File: config.mk
export PLATFORM = sky130hd
export DESIGN_NAME = smbt_target
export DESIGN_NICKNAME = d
export VERILOG_FILES = /design/src/smbt_pkg.sv /design/src/smbt_sync.sv /design/src/smbt_strap_decode.sv /design/src/smbt_target.sv
export VERILOG_INCLUDE_DIRS = /design/src
export SDC_FILE = /design/constraint.sdc
export NUM_CORES = 1
export LEC_CHECK = 0
export ABC_AREA = 1
export BUFFER_PORTS_ARGS = -buffer_cell sky130_fd_sc_hd__buf_2
export CAP_MARGIN = 20
export CORE_MARGIN = 5
export CORE_UTILIZATION = 45
export CTS_BUF_LIST = sky130_fd_sc_hd__clkbuf_8 sky130_fd_sc_hd__clkbuf_16
export CTS_CLUSTER_SIZE = 24
export DETAILED_ROUTE_END_ITERATION = 16
export PLACE_DENSITY_LB_ADDON = 0.12
export SETUP_SLACK_MARGIN = 0.05
export SLEW_MARGIN = 20
export SYNTH_ARGS = -nofsm -noshare
export SYNTH_HDL_FRONTEND = slang
export SYNTH_HIERARCHICAL = 1
export SYNTH_SLANG_ARGS = --single-unit
File: constraint.sdc
create_clock -name clk -period 2.5 [get_ports clk]
set_input_delay 0.25 -clock clk [delete_from_list [all_inputs] [get_ports clk]]
set_output_delay 0.25 -clock clk [all_outputs]
set_load 0.02 [all_outputs]
File: src/smbt_map.svh
`ifndef SMBT_MAP_SVH
`define SMBT_MAP_SVH

// ==================================================================
// Register map of the serial target.
// ==================================================================
// Control register holding the alert filter and the timeout enable.
`define SMBT_CTRL_ADDR      8'h22
`define SMBT_CTRL_RESET     8'h01
`define SMBT_TOUT_EN_BIT    7
// Pointer value after power-up; reset loads the pointer with 00h.
`define SMBT_PTR_RESET      8'h00

// ==================================================================
// Target addresses.
// ==================================================================
`define SMBT_ARA_ADDR       7'h0C
`define SMBT_ADDR_LL        7'h18
`define SMBT_ADDR_LF        7'h19
`define SMBT_ADDR_LH        7'h1A
`define SMBT_ADDR_FL        7'h29
`define SMBT_ADDR_FF        7'h2A
`define SMBT_ADDR_FH        7'h2B
`define SMBT_ADDR_HL        7'h4C
`define SMBT_ADDR_HF        7'h4D
`define SMBT_ADDR_HH        7'h4E

// ==================================================================
// Timing.
// ==================================================================
// Bus inactivity timeout in milliseconds and the core clock in kHz.
`define SMBT_TIMEOUT_MS     25
`define SMBT_CLK_KHZ        100000
// Cycles the strap synchronisers settle before capture.
`define SMBT_STRAP_SETTLE   2'h3

`endif

File: src/smbt_pkg.sv
// ==================================================================
// Types shared by the serial target modules.
// ==================================================================
package smbt_pkg;

  // Sensed level of a three-state address strap.
  typedef enum logic [1:0] {
    SMBT_STRAP_LOW   = 2'h0,
    SMBT_STRAP_FLOAT = 2'h1,
    SMBT_STRAP_HIGH  = 2'h2
  } smbt_strap_t;

  // Serial engine states, one-hot.
  typedef enum logic [6:0] {
    SMBT_ST_IDLE  = 7'b000_0001,
    SMBT_ST_ADDR  = 7'b000_0010,
    SMBT_ST_AACK  = 7'b000_0100,
    SMBT_ST_WBYTE = 7'b000_1000,
    SMBT_ST_WACK  = 7'b001_0000,
    SMBT_ST_RBYTE = 7'b010_0000,
    SMBT_ST_RACK  = 7'b100_0000
  } smbt_state_t;

  // One register write handed to the register file.
  typedef struct packed {
    logic [7:0] addr;
    logic [7:0] data;
  } smbt_reg_wr_t;

endpackage

File: src/smbt_sync.sv
`timescale 1ns/100ps

// ==================================================================
// Two-stage synchroniser for inputs from outside the clock domain.
// ==================================================================
module smbt_sync #(
  parameter int WIDTH = 1
) (
  input  wire logic             clk,
  input  wire logic             reset,
  input  wire logic [WIDTH-1:0] d,
  output logic      [WIDTH-1:0] q
);

  logic [WIDTH-1:0] meta_reg;

  // The first stage feeds only the second stage.
  always_ff @(posedge clk) begin
    if (reset) begin
      meta_reg <= '1;
      q        <= '1;
    end else begin
      meta_reg <= d;
      q        <= meta_reg;
    end
  end

endmodule // smbt_sync

File: src/smbt_strap_decode.sv
`timescale 1ns/100ps
`include "smbt_map.svh"

// ==================================================================
// Address strap capture and decode.
// ==================================================================
module smbt_strap_decode (
  input  wire logic                clk,
  input  wire logic                reset,
  input  wire smbt_pkg::smbt_strap_t strap_a,
  input  wire smbt_pkg::smbt_strap_t strap_b,
  output logic [6:0]               own_addr,
  output logic                     addr_valid
);
  import smbt_pkg::*;

  logic [1:0] settle_reg;
  logic [1:0] row;
  logic [1:0] col;
  logic [3:0] idx;
  logic [6:0] addr_sel;

  // Rows follow strap A, columns strap B.
  assign row = (strap_a == SMBT_STRAP_LOW)   ? 2'h0 :
               (strap_a == SMBT_STRAP_FLOAT) ? 2'h1 : 2'h2;
  assign col = (strap_b == SMBT_STRAP_LOW)   ? 2'h0 :
               (strap_b == SMBT_STRAP_FLOAT) ? 2'h1 : 2'h2;
  assign idx = 4'({2'h0, row} * 4'h3 + {2'h0, col});

  // Nine addresses selected by the two three-state straps.
  assign addr_sel = (idx == 4'h0) ? `SMBT_ADDR_LL :  // RULE3
                    (idx == 4'h1) ? `SMBT_ADDR_LF :
                    (idx == 4'h2) ? `SMBT_ADDR_LH :
                    (idx == 4'h3) ? `SMBT_ADDR_FL :
                    (idx == 4'h4) ? `SMBT_ADDR_FF :
                    (idx == 4'h5) ? `SMBT_ADDR_FH :
                    (idx == 4'h6) ? `SMBT_ADDR_HL :
                    (idx == 4'h7) ? `SMBT_ADDR_HF : `SMBT_ADDR_HH;

  // Capture once after the synchronisers settle, then hold until reset.
  always_ff @(posedge clk) begin
    if (reset) begin
      settle_reg <= 2'h0;
      addr_valid <= 1'b0;
      own_addr   <= 7'h00;
    end else if (!addr_valid) begin
      settle_reg <= 2'(settle_reg + 2'h1);
      if (settle_reg == `SMBT_STRAP_SETTLE) begin
        addr_valid <= 1'b1;      // RULE4
        own_addr   <= addr_sel;  // RULE4
      end
    end
  end

endmodule // smbt_strap_decode

File: src/smbt_target.sv
// Contract
// RULE1: With timeout enabled, abandon the transfer after 25 ms of bus silence.
// RULE2: Timeout is disabled after power-up until software enables it.
// RULE3: Decode two three-state straps into one of nine target addresses.
// RULE4: Straps are captured once at power-up; later changes are ignored.
// RULE5: After start, shift in seven address bits and direction, MSB first.
// RULE6: On match, pull data low for the acknowledge slot.
// RULE7: Direction 0 is a master write, 1 is a master read.
// RULE8: Master starts with data falling while clock is high.
// RULE9: Nine clocks per byte; data rising while clock high is a stop.
// RULE10: Master ends a read with no acknowledge followed by a stop.
// RULE11: One transfer is only read or only write; new start to switch.
// RULE12: Accept one or two written bytes; return one byte per read.
// RULE13: First written byte always loads the register pointer.
// RULE14: Second written byte goes into the register the pointer selects.
// RULE15: A read returns the register selected by the current pointer.
// RULE16: Separate read and write locations are chosen through the pointer.
// RULE17: In alert mode, pull alert low on limit or open sensor condition.
// RULE18: Alert output is open drain: pull low or release only.
// RULE19: While alerting, answer the query address with own address and 1.
// RULE20: Several responders are resolved by ordinary bus arbitration.
// RULE21: Release alert after the query only if the cause is gone.
// RULE22: Master repeats queries while the shared alert line stays low.
// RULE23: Control register top bit is the timeout enable, zero after reset.
// RULE24: Alert release also needs the latched status flags cleared.
// RULE25: On timeout, release data and return to idle awaiting start.
// RULE26: Non-matching transfers get no acknowledge and data stays released.
`timescale 1ns/100ps
`include "smbt_map.svh"

// ==================================================================
// Serial target with query-address alert handshake.
// ==================================================================
module smbt_target #(
  parameter int unsigned TIMEOUT_CYCLES = `SMBT_TIMEOUT_MS * `SMBT_CLK_KHZ
) (
  input  wire logic                  clk,
  input  wire logic                  reset,
  input  wire logic                  scl_pin,
  input  wire logic                  sda_in,
  output logic                       sda_out,
  output logic                       sda_oe,
  input  wire smbt_pkg::smbt_strap_t addr_strap_a,
  input  wire smbt_pkg::smbt_strap_t addr_strap_b,
  input  wire logic                  alert_mode,
  input  wire logic                  alert_cond,
  input  wire logic                  status_latched,
  output logic                       alert_out,
  output logic                       alert_oe,
  input  wire logic [7:0]            reg_rdata,
  output logic [7:0]                 reg_ptr,
  output logic                       reg_wr_stb,
  output smbt_pkg::smbt_reg_wr_t     reg_wr,
  output logic [7:0]                 alert_ctrl,
  output logic [6:0]                 own_addr
);
  import smbt_pkg::*;

  // ================================================================
  // Pin synchronisers and strap decode.
  // ================================================================
  logic [5:0] pins_q;
  logic       scl_s;
  logic       sda_s;
  logic       addr_valid;

  // Clock, data and straps all arrive from outside the clock domain.
  smbt_sync #(
    .WIDTH (6)
  ) u_sync (
    .clk   (clk),
    .reset (reset),
    .d     ({scl_pin, sda_in, addr_strap_a, addr_strap_b}),
    .q     (pins_q)
  );

  assign scl_s = pins_q[5];
  assign sda_s = pins_q[4];

  smbt_strap_decode u_strap (
    .clk        (clk),
    .reset      (reset),
    .strap_a    (smbt_strap_t'(pins_q[3:2])),
    .strap_b    (smbt_strap_t'(pins_q[1:0])),
    .own_addr   (own_addr),
    .addr_valid (addr_valid)
  );

  // ================================================================
  // Bus event detection.
  // ================================================================
  logic scl_d_reg;
  logic sda_d_reg;
  logic scl_rise;
  logic scl_fall;
  logic start_det;
  logic stop_det;
  logic bus_edge;

  // Previous synchronised levels, used for edge detection.
  always_ff @(posedge clk) begin
    if (reset) begin
      scl_d_reg <= 1'b1;
      sda_d_reg <= 1'b1;
    end else begin
      scl_d_reg <= scl_s;
      sda_d_reg <= sda_s;
    end
  end

  // Start and stop are data edges while the clock stays high.
  assign scl_rise  = scl_s & ~scl_d_reg;
  assign scl_fall  = ~scl_s & scl_d_reg;
  assign start_det = scl_s & scl_d_reg & sda_d_reg & ~sda_s;  // RULE8
  assign stop_det  = scl_s & scl_d_reg & ~sda_d_reg & sda_s;  // RULE9
  assign bus_edge  = (scl_s ^ scl_d_reg) | (sda_s ^ sda_d_reg);

  // ================================================================
  // Registers of the serial engine.
  // ================================================================
  smbt_state_t  state_reg,  state_next;
  logic [3:0]   cnt_reg,    cnt_next;
  logic [7:0]   shift_reg,  shift_next;
  logic [7:0]   tx_reg,     tx_next;
  logic         rw_reg,     rw_next;
  logic         ara_reg,    ara_next;
  logic [1:0]   widx_reg,   widx_next;
  logic [7:0]   ptr_reg,    ptr_next;
  logic [7:0]   ctrl_reg,   ctrl_next;
  logic         drive_reg,  drive_next;
  logic         stb_next;
  smbt_reg_wr_t wr_next;
  logic         ara_done;
  logic         alert_reg;
  logic [31:0]  tout_cnt_reg;
  logic         tout_hit;
  logic         own_hit;
  logic         ara_hit;
  logic [7:0]   rd_byte;
  logic [7:0]   load_byte;
  logic [7:0]   shift_in;

  // Address compare on the byte just shifted in.
  assign own_hit  = addr_valid && (shift_reg[7:1] == own_addr);      // RULE5
  assign ara_hit  = (shift_reg[7:1] == `SMBT_ARA_ADDR) && shift_reg[0]
                    && alert_reg;                                     // RULE19
  assign shift_in = {shift_reg[6:0], sda_s};

  // The control register is held here; all others live outside.
  assign rd_byte   = (ptr_reg == `SMBT_CTRL_ADDR) ? ctrl_reg : reg_rdata;  // RULE15
  assign load_byte = ara_reg ? {own_addr, 1'b1} : rd_byte;                 // RULE19

  // Inactivity timeout only counts while a transfer is open.
  assign tout_hit = ctrl_reg[`SMBT_TOUT_EN_BIT]
                    && (tout_cnt_reg >= TIMEOUT_CYCLES - 1);  // RULE1

  // ================================================================
  // Next-state logic of the serial engine.
  // ================================================================
  always_comb begin
    state_next = state_reg;
    cnt_next   = cnt_reg;
    shift_next = shift_reg;
    tx_next    = tx_reg;
    rw_next    = rw_reg;
    ara_next   = ara_reg;
    widx_next  = widx_reg;
    ptr_next   = ptr_reg;
    ctrl_next  = ctrl_reg;
    drive_next = drive_reg;
    stb_next   = 1'b0;
    wr_next    = reg_wr;
    ara_done   = 1'b0;
    if (tout_hit) begin
      state_next = SMBT_ST_IDLE;  // RULE25
      drive_next = 1'b0;          // RULE25
    end else if (start_det) begin
      state_next = SMBT_ST_ADDR;  // RULE11
      cnt_next   = 4'h0;
      drive_next = 1'b0;
    end else if (stop_det) begin
      state_next = SMBT_ST_IDLE;  // RULE9
      drive_next = 1'b0;
    end else begin
      case (state_reg)
        SMBT_ST_ADDR: begin
          if (scl_rise) begin
            shift_next = shift_in;              // RULE5
            cnt_next   = 4'(cnt_reg + 4'h1);
          end else if (scl_fall && cnt_reg == 4'h8) begin
            if (own_hit || ara_hit) begin
              state_next = SMBT_ST_AACK;
              drive_next = 1'b1;                // RULE6
              rw_next    = shift_reg[0];        // RULE7
              ara_next   = ~own_hit;
            end else begin
              state_next = SMBT_ST_IDLE;        // RULE26
            end
          end
        end
        SMBT_ST_AACK: begin
          if (scl_fall) begin
            cnt_next = 4'h0;
            if (rw_reg) begin
              state_next = SMBT_ST_RBYTE;       // RULE7
              tx_next    = load_byte;
              drive_next = ~load_byte[7];
            end else begin
              state_next = SMBT_ST_WBYTE;
              widx_next  = 2'h0;
              drive_next = 1'b0;
            end
          end
        end
        SMBT_ST_RBYTE: begin
          // Released bit seen low means another responder won.
          if (scl_rise && !drive_reg && !sda_s) begin
            state_next = SMBT_ST_IDLE;          // RULE20
          end else if (scl_fall) begin
            if (cnt_reg == 4'h7) begin
              state_next = SMBT_ST_RACK;
              drive_next = 1'b0;
            end else begin
              tx_next    = {tx_reg[6:0], 1'b0};
              cnt_next   = 4'(cnt_reg + 4'h1);
              drive_next = ~tx_reg[6];
            end
          end
        end
        SMBT_ST_RACK: begin
          // Only one byte per read, whatever the master answers.
          if (scl_fall) begin
            state_next = SMBT_ST_IDLE;          // RULE12
            ara_done   = ara_reg;               // RULE21
          end
        end
        SMBT_ST_WBYTE: begin
          if (scl_rise) begin
            shift_next = shift_in;
            cnt_next   = 4'(cnt_reg + 4'h1);
          end else if (scl_fall && cnt_reg == 4'h8) begin
            if (widx_reg == 2'h0) begin
              ptr_next = shift_reg;             // RULE13
            end else if (widx_reg == 2'h1) begin
              if (ptr_reg == `SMBT_CTRL_ADDR) begin
                ctrl_next = shift_reg;          // RULE14
              end else begin
                stb_next     = 1'b1;            // RULE14
                wr_next.addr = ptr_reg;         // RULE16
                wr_next.data = shift_reg;
              end
            end
            if (widx_reg == 2'h2) begin
              state_next = SMBT_ST_IDLE;        // RULE12
            end else begin
              state_next = SMBT_ST_WACK;
              drive_next = 1'b1;
            end
          end
        end
        SMBT_ST_WACK: begin
          if (scl_fall) begin
            state_next = SMBT_ST_WBYTE;
            cnt_next   = 4'h0;
            drive_next = 1'b0;
            widx_next  = 2'(widx_reg + 2'h1);
          end
        end
        default: begin
          state_next = SMBT_ST_IDLE;
          drive_next = 1'b0;
        end
      endcase
    end
  end

  // ================================================================
  // Engine state registers.
  // ================================================================
  always_ff @(posedge clk) begin
    if (reset) begin
      state_reg <= SMBT_ST_IDLE;
      cnt_reg   <= 4'h0;
      shift_reg <= 8'h00;
      tx_reg    <= 8'h00;
      rw_reg    <= 1'b0;
      ara_reg   <= 1'b0;
      widx_reg  <= 2'h0;
    end else begin
      state_reg <= state_next;
      cnt_reg   <= cnt_next;
      shift_reg <= shift_next;
      tx_reg    <= tx_next;
      rw_reg    <= rw_next;
      ara_reg   <= ara_next;
      widx_reg  <= widx_next;
    end
  end

  // Pointer, control register and the write port toward the register file.
  always_ff @(posedge clk) begin
    if (reset) begin
      ptr_reg    <= `SMBT_PTR_RESET;
      ctrl_reg   <= `SMBT_CTRL_RESET;  // RULE2 RULE23
      drive_reg  <= 1'b0;
      reg_wr_stb <= 1'b0;
      reg_wr     <= '0;
    end else begin
      ptr_reg    <= ptr_next;
      ctrl_reg   <= ctrl_next;
      drive_reg  <= drive_next;
      reg_wr_stb <= stb_next;
      reg_wr     <= wr_next;
    end
  end

  // ================================================================
  // Bus inactivity timer.
  // ================================================================
  // Any edge on either line restarts the count; idle keeps it cleared.
  always_ff @(posedge clk) begin
    if (reset || state_reg == SMBT_ST_IDLE || bus_edge || tout_hit) begin
      tout_cnt_reg <= 32'h0000_0000;
    end else if (tout_cnt_reg < TIMEOUT_CYCLES) begin
      tout_cnt_reg <= tout_cnt_reg + 32'h0000_0001;  // RULE1
    end
  end

  // ================================================================
  // Alert latch.
  // ================================================================
  // A new cause wins over a release in the same cycle.
  always_ff @(posedge clk) begin
    if (reset) begin
      alert_reg <= 1'b0;
    end else if (!alert_mode) begin
      alert_reg <= 1'b0;
    end else if (alert_cond) begin
      alert_reg <= 1'b1;                          // RULE17
    end else if (ara_done && !status_latched) begin
      alert_reg <= 1'b0;                          // RULE21 RULE24
    end
  end

  // ================================================================
  // Open-drain outputs.
  // ================================================================
  // Both pins are only ever pulled low; the pull-up supplies the high.
  assign sda_out    = 1'b0;
  assign sda_oe     = drive_reg;
  assign alert_out  = 1'b0;       // RULE18
  assign alert_oe   = alert_reg;  // RULE18
  assign reg_ptr    = ptr_reg;
  assign alert_ctrl = ctrl_reg;

endmodule // smbt_target

==> out/qor.txt, run 1 <==
Nets: 1060
Vias: 5974
CP Class: reg2reg
most frequent cells after synthesis: nand2_1 (258), nor2_1 (146), inv_1 (122)
reg-to-reg slack, setup: 0.31 ns
critical path's slowest cell: nand4_2
antenna-violating nets left: 0
worst reg2reg path depth: 13
DRC viols: 0
Yosys top cell area share: 0.372
worst hold path depth: 3
area leader, netlist: dfxtp_1
Hold Fails Final Rpt: 0
std cell rows: 43
cells along the critical path: ha_1 -> inv_1 -> nor2_4 -> nand2_1 -> nand2_1 -> nand2_1 -> nand2_1 -> nand2_1 -> nand2_2 -> nand2_8 -> nand4_2 -> nor2_1 -> nor2_1
layout cell share with drive strength beyond 1: 0.157
Initial DRT Pass Iterations: 5
clk slew on worst S/H paths: 0.05 ns
Skew-Pair Late Insertion Delay: 0.42 ns
Main synth FF type: dfxtp_1
vias in the first global route: 5893
Seq/Total Area, Yosys: 0.372
max_cap viols: 0
clock skew: 0.00569 ns
Final Critical Period: 2.19 ns
CTS root buffer: clkbuf_16
Synth cell types: 45
RSZ-0062 raised after global routing: no
GRT overflow: 0
Core ar.: 14000 um2
post-CTS sizing: 0
H-Tree Depth: 4
most used cell along the critical path: nand2_1
antenna violations before repair: 0
GP Congestion: 0.903
pin count of the biggest net entering global routing: 35
drt first-iter violations: 310
initial cell density of the core: 0.461
gr usage total: 0.210
critical path arrival: 2.49 ns
status: complete, no violations
final WL: 16700 um
Setup crit start kind: flip-flop
die area: 16800 um2
critical path data required time: 2.81 ns
Max transition margin: 0.553
Longest Clk Path Bufs: 2
Final period util: 0.875
Post-synth EDFFs: 0
Worst Hold Class: in2reg
worst slew pin tran: 0.670 ns
Die Span X: 130 um
global-route wire length before repair: 28000 um
VDD IR max: 0.529 mV
WL per Instance: 13.7 um
synthesized area: 6450 um2
PD cells: 605 nW/um2
Yosys reg bits: 120
Leak: 0.00350 uW
Avg Inst Size Synth: 6.72 um2
total CTS buffers: 17
fin. max-slew vios: 0
n_diodes: 0
CP peak stage delay: 0.40 ns
detailed placement HPWL: 12500 um
Max Fclk: 457 MHz
clock net sink count: 120
max reg flops: 32
I/O Buffers: 60
Worst setup EP type: flip-flop
Area Growth Syn to Fin: 16.1%
top-count cell post-synth: nand2_1
final setup violation count: 0
synth top area cells: dfxtp_1 (37%), nand2_1 (15%), nor2_1 (8.5%), inv_1 (7.1%), nand3_1 (3.6%)
Ys Warns: 6
CP Max Fanout: 26
ys async rst share: 0
CTS tree: done
post-route setup TNS: 0 ns
die height: 130 um
I/O pin total: 63
Vias/cell: 4.90
cells after synthesis: 960
Tot Pwr: 4530 uW
-- placed cells by master (no fill, tap or decap), types with 7 or more instances in the layout --
cell         n
o21ai_0     32
ha_1        13
nand2_1    258
a21oi_1     42
nand2_2     17
nor2_2      11
inv_2       12
nand3_1     46
clkbuf_16   17
buf_2       60
dfxtp_1    120
nor2_1     146
nand4_1     22
nor3_1      25
inv_1      123
xnor2_1      7
xor2_1      12
-- worst max-delay path: cells and delay by family, from the launching register on --
kind / cells / cell delay (ns)
buffers and inverters: 1 / 0.14
and+or+nand+nor: 11 / 1.33
adders and majority gates: 1 / 0.24
DFF: 1 / 0.35
-- layer usage --
| metal | track usage | part of all wire |
|---|---|---|
| met5 | 0 | 0 |
| met4 | 0.0954 | 0.030 |
| met2 | 0.354 | 0.48 |
| met1 | 0.253 | 0.45 |
| met3 | 0.0508 | 0.043 |
-- repair_timing --
action / CTS / global route
setup buffers: 0 / 0
hold buffers: 6 / 0
hold endpoints to repair: 6 / 0
-- worst paths after layout --
check                                                   start                endpoint
worst min register to register  u_sync/meta_reg[4]$_SDFF_PP1_  u_sync/q[4]$_SDFF_PP1_
worst max register to register   tout_cnt_reg[0]$_SDFFE_PP0N_  reg_wr[3]$_SDFFE_PP0P_
worst min-delay path                               alert_cond   alert_oe$_SDFFE_PP0P_
worst max-delay path             tout_cnt_reg[0]$_SDFFE_PP0N_  reg_wr[3]$_SDFFE_PP0P_
-- stage by stage --
step / setup WS, ns / hold slack [ns] / cell area, um2 / util / cells
after floorplan: 0.732 / 0.312 / 6460 / - / 961
after global placement: 0.405 / 0.390 / 6870 / 0.491 / 1182
after detailed placement: 0.329 / 0.397 / 6870 / 0.491 / 1182
after CTS: 0.322 / 0.0345 / 7490 / 0.536 / 1220
after global routing: 0.0705 / 0.0702 / 7490 / 0.536 / 1220
final: 0.313 / 0.0501 / 7490 / 0.536 / 1220
-- cells by family after synthesis --
family                   Yosys count  share of synthesized area
other                              1                   0.000581
XOR/XNOR                          19                     0.0258
AO/OA/AOI/OAI                     85                     0.0688
AND/OR/NAND/NOR                  559                      0.396
buffers and inverters            162                      0.109
flip-flops                       120                      0.372
adder cells (fa/ha/maj)           14                     0.0283
-- cell type report --
class	instances	area (um2)
inverter	135	507
fill	1417	6500
clock buffer	19	453
clock inverter	13	106
sequential	120	2400
multi-input combinational	679	3350
tap	180	225
timing repair buffer	74	445
-- where the power goes --
part	leakage [uW]	switching [uW]	internal (uW)
combinational	0.00226	177	99.5
sequential	0.000971	35.0	1950
clock	0.000272	869	1400
Power figures use the tool's default switching activity.
==> run 2: changes to the inputs <==
--- a/config.mk
+++ b/config.mk
@@ -9,12 +9,13 @@
 export ABC_AREA = 1
 export BUFFER_PORTS_ARGS = -buffer_cell sky130_fd_sc_hd__buf_2
 export CAP_MARGIN = 20
-export CORE_MARGIN = 5
+export CORE_MARGIN = 2
 export CORE_UTILIZATION = 45
 export CTS_BUF_LIST = sky130_fd_sc_hd__clkbuf_8 sky130_fd_sc_hd__clkbuf_16
 export CTS_CLUSTER_SIZE = 24
 export DETAILED_ROUTE_END_ITERATION = 16
 export PLACE_DENSITY_LB_ADDON = 0.12
+export REMOVE_ABC_BUFFERS = 1
 export SETUP_SLACK_MARGIN = 0.05
 export SLEW_MARGIN = 20
 export SYNTH_ARGS = -nofsm -noshare
==> run 2 against run 1 <==
Against the previous run:
- critical path depth shrank 1
- combinational power is 5% lower
- die area shrank 9.0%
- sequential share of layout area up 0.097 points
- critical path type unchanged
==> out/qor.txt, run 2 (synthesis results as in run 1) <==
Final Critical Period: 2.21 ns (+0.0247 ns)
GP Congestion: 0.933 (+3.4%)
placed cell areas: 6840 um2 (-0.47%)
area of the multi-input gates: 3350 um2 (unchanged)
Worst Hold Class: in2reg
CP peak stage delay: 0.44 ns (+0.04 ns)
I/O pin total: 63 (unchanged)
Tot Pwr: 4660 uW (+2.8%)
antenna-violating nets left: 0 (unchanged)
Sequential Area: 2400 um2 (unchanged)
CP delay by family, top: simple AND/OR/NAND/NOR gates
die height: 124 um (-4.6%)
GRT overflow: 0 (unchanged)
Bufs and invs on worst path: 1 (unchanged)
Core ar.: 13900 um2 (-0.38%)
n_diodes: 0 (unchanged)
Die Span X: 124 um (-4.6%)
final setup violation count: 0 (unchanged)
critical path arrival: 2.55 ns (+0.06 ns)
global-route wire length before repair: 25800 um (-8.0%)
Initial DRT Pass Iterations: 5 (unchanged)
CP Class: reg2reg
H-Tree Depth: 4 (unchanged)
Skew-Pair Late Insertion Delay: 0.42 ns (about the same)
CTS root buffer: clkbuf_16
DRC viols: 0 (unchanged)
vias in the first global route: 5261 (-11%)
Leak: 0.00349 uW (-0.37%)
Vias/cell: 4.87 (-0.54%)
most common cell after layout, fill and taps aside: nand2_1
Post-CTS Setup Inserts: 0 (unchanged)
worst slew pin tran: 0.605 ns (-0.0654 ns)
CTS tree: done
clock skew: 0.00799 ns (+0.00230 ns)
fin. max-slew vios: 0 (unchanged)
RSZ-0062 raised after global routing: no
status: complete, no violations
clk slew on worst S/H paths: 0.06 ns (about the same)
detailed placement HPWL: 11400 um (-8.8%)
Longest Clk Path Bufs: 2 (unchanged)
VDD IR max: 0.475 mV (-10%)
most used cell along the critical path: nand2_1
clock net sink count: 120 (unchanged)
Max Fclk: 452 MHz (-1.1%)
Hold Fails Final Rpt: 0 (unchanged)
critical path data required time: 2.83 ns (+0.02 ns)
drt first-iter violations: 415 (+34%)
Vias: 5927 (-0.79%)
CP Max Fanout: 32 (+23%)
post-CTS sizing: 0 (unchanged)
die area: 15300 um2 (-9.0%)
cells along the critical path: ha_1 -> inv_1 -> nor2_4 -> nand2_1 -> nand2_1 -> nand2_1 -> nand2_1 -> nand2_1 -> nand2_2 -> nand2_8 -> nand4_4 -> nor3b_1
commonest cells after routing, fill and taps aside: nand2_1 (258), nor2_1 (146), inv_1 (122), dfxtp_1 (120), buf_2 (60)
Worst setup EP type: flip-flop
PnR worst setup slack: 0.288 ns (-0.0247 ns)
Area Growth Syn to Fin: 15.7%
initial cell density of the core: 0.463 (+0.00178)
WL per Instance: 13.0 um (-5.0%)
I/O Buffers: 60 (unchanged)
Place WS: 0.273 ns (-0.0561 ns)
max_cap viols: 0 (unchanged)
pin count of the biggest net entering global routing: 48 (+37%)
Nets: 1057 (-0.28%)
total CTS buffers: 17 (unchanged)
std cell rows: 43 (unchanged)
Util after Layout: 0.536 (about the same)
PD cells: 624 nW/um2 (+3.1%)
layout cell share with drive strength beyond 1: 0.157 (+0.000453)
gr usage total: 0.216 (+0.00663)
Final period util: 0.885 (+0.00987)
max reg flops: 32 (unchanged)
Max transition margin: 0.595 (+0.0419)
critical path's slowest cell: nand4_4
antenna violations before repair: 0 (unchanged)
Filler cells: 1382 (-2.5%)
final WL: 15800 um (-5.2%)
post-route setup TNS: 0 ns (unchanged)
Setup crit start kind: flip-flop
design area: 7470 um2 (-0.30%)
==> run 2: changes by cell type in the layout (fill, tap and decap cells not counted) <==
cell | previous run | this run
bufinv_16 | 1 | 2
clkinv_4 | 2 | 4
buf_12 | 2 | 0
clkbuf_8 | 2 | 1
inv_6 | 0 | 2
clkinv_2 | 5 | 3
dlygate4sd3_1 | 6 | 4
clkinvlp_4 | 4 | 3
inv_1 | 123 | 122
buf_4 | 6 | 7
==> run 2: worst paths after layout <==
check	startpoint	endpoint	slack [ns]	cells past startpoint
max	tout_cnt_reg[0]$_SDFFE_PP0N_	tout_cnt_reg[9]$_SDFFE_PP0N_	0.29	12
min	addr_strap_b[1]	u_sync/meta_reg[1]$_SDFF_PP1_	0.01	3
max reg2reg	tout_cnt_reg[0]$_SDFFE_PP0N_	tout_cnt_reg[9]$_SDFFE_PP0N_	0.29	12
min reg2reg	u_sync/meta_reg[4]$_SDFF_PP1_	u_sync/q[4]$_SDFF_PP1_	0.40	2
==> run 2: worst register-to-register path, stage by stage (launching register included) <==
cell and delay (ns):
dfxtp_1 0.35, ha_1 0.25, inv_1 0.13, nor2_4 0.07, nand2_1 0.07, nand2_1 0.05
nand2_1 0.05, nand2_1 0.04, nand2_1 0.07, nand2_2 0.09, nand2_8 0.20, nand4_4 0.45
nor3b_1 0.32
==> run 2: repair_timing <==
action,CTS,global route
hold endpoints to repair,4,0
hold buffers,4,0
endpoints found under the setup margin,0,0
==> run 2: metal layers <==
metal  vias to the layer above  GRT usage  wire length, um
met5                         -          0                0
met2                       130      0.335             6910
met3                        11     0.0517              797
met1                      2656      0.301             8000
li1                       3130          -                -
met4                         0     0.0589              115
==> run 2: power by group <==
part | leakage (uW) | internal, uW | switching, uW
clock | 0.000283 | 1500 | 919
sequential | 0.000971 | 1950 | 33.3
combinational | 0.00224 | 91.9 | 169
total | 0.00349 | 3540 | 1120
==> run 2: stage by stage <==
stage                     instances  hold slack [ns]
final                          1217           0.0135
after global routing           1217         0.000260
after CTS                      1217          0.00293
after detailed placement       1181            0.387
after global placement         1181            0.382
after floorplan                 934            0.312
==> run 2: cell type report <==
class / count / area share
tap: 180 / 0.0302
timing repair buffer: 71 / 0.0526
sequential: 120 / 0.322
multi-input combinational: 679 / 0.449
clock buffer: 18 / 0.0588
inverter: 135 / 0.0678
clock inverter: 14 / 0.0201
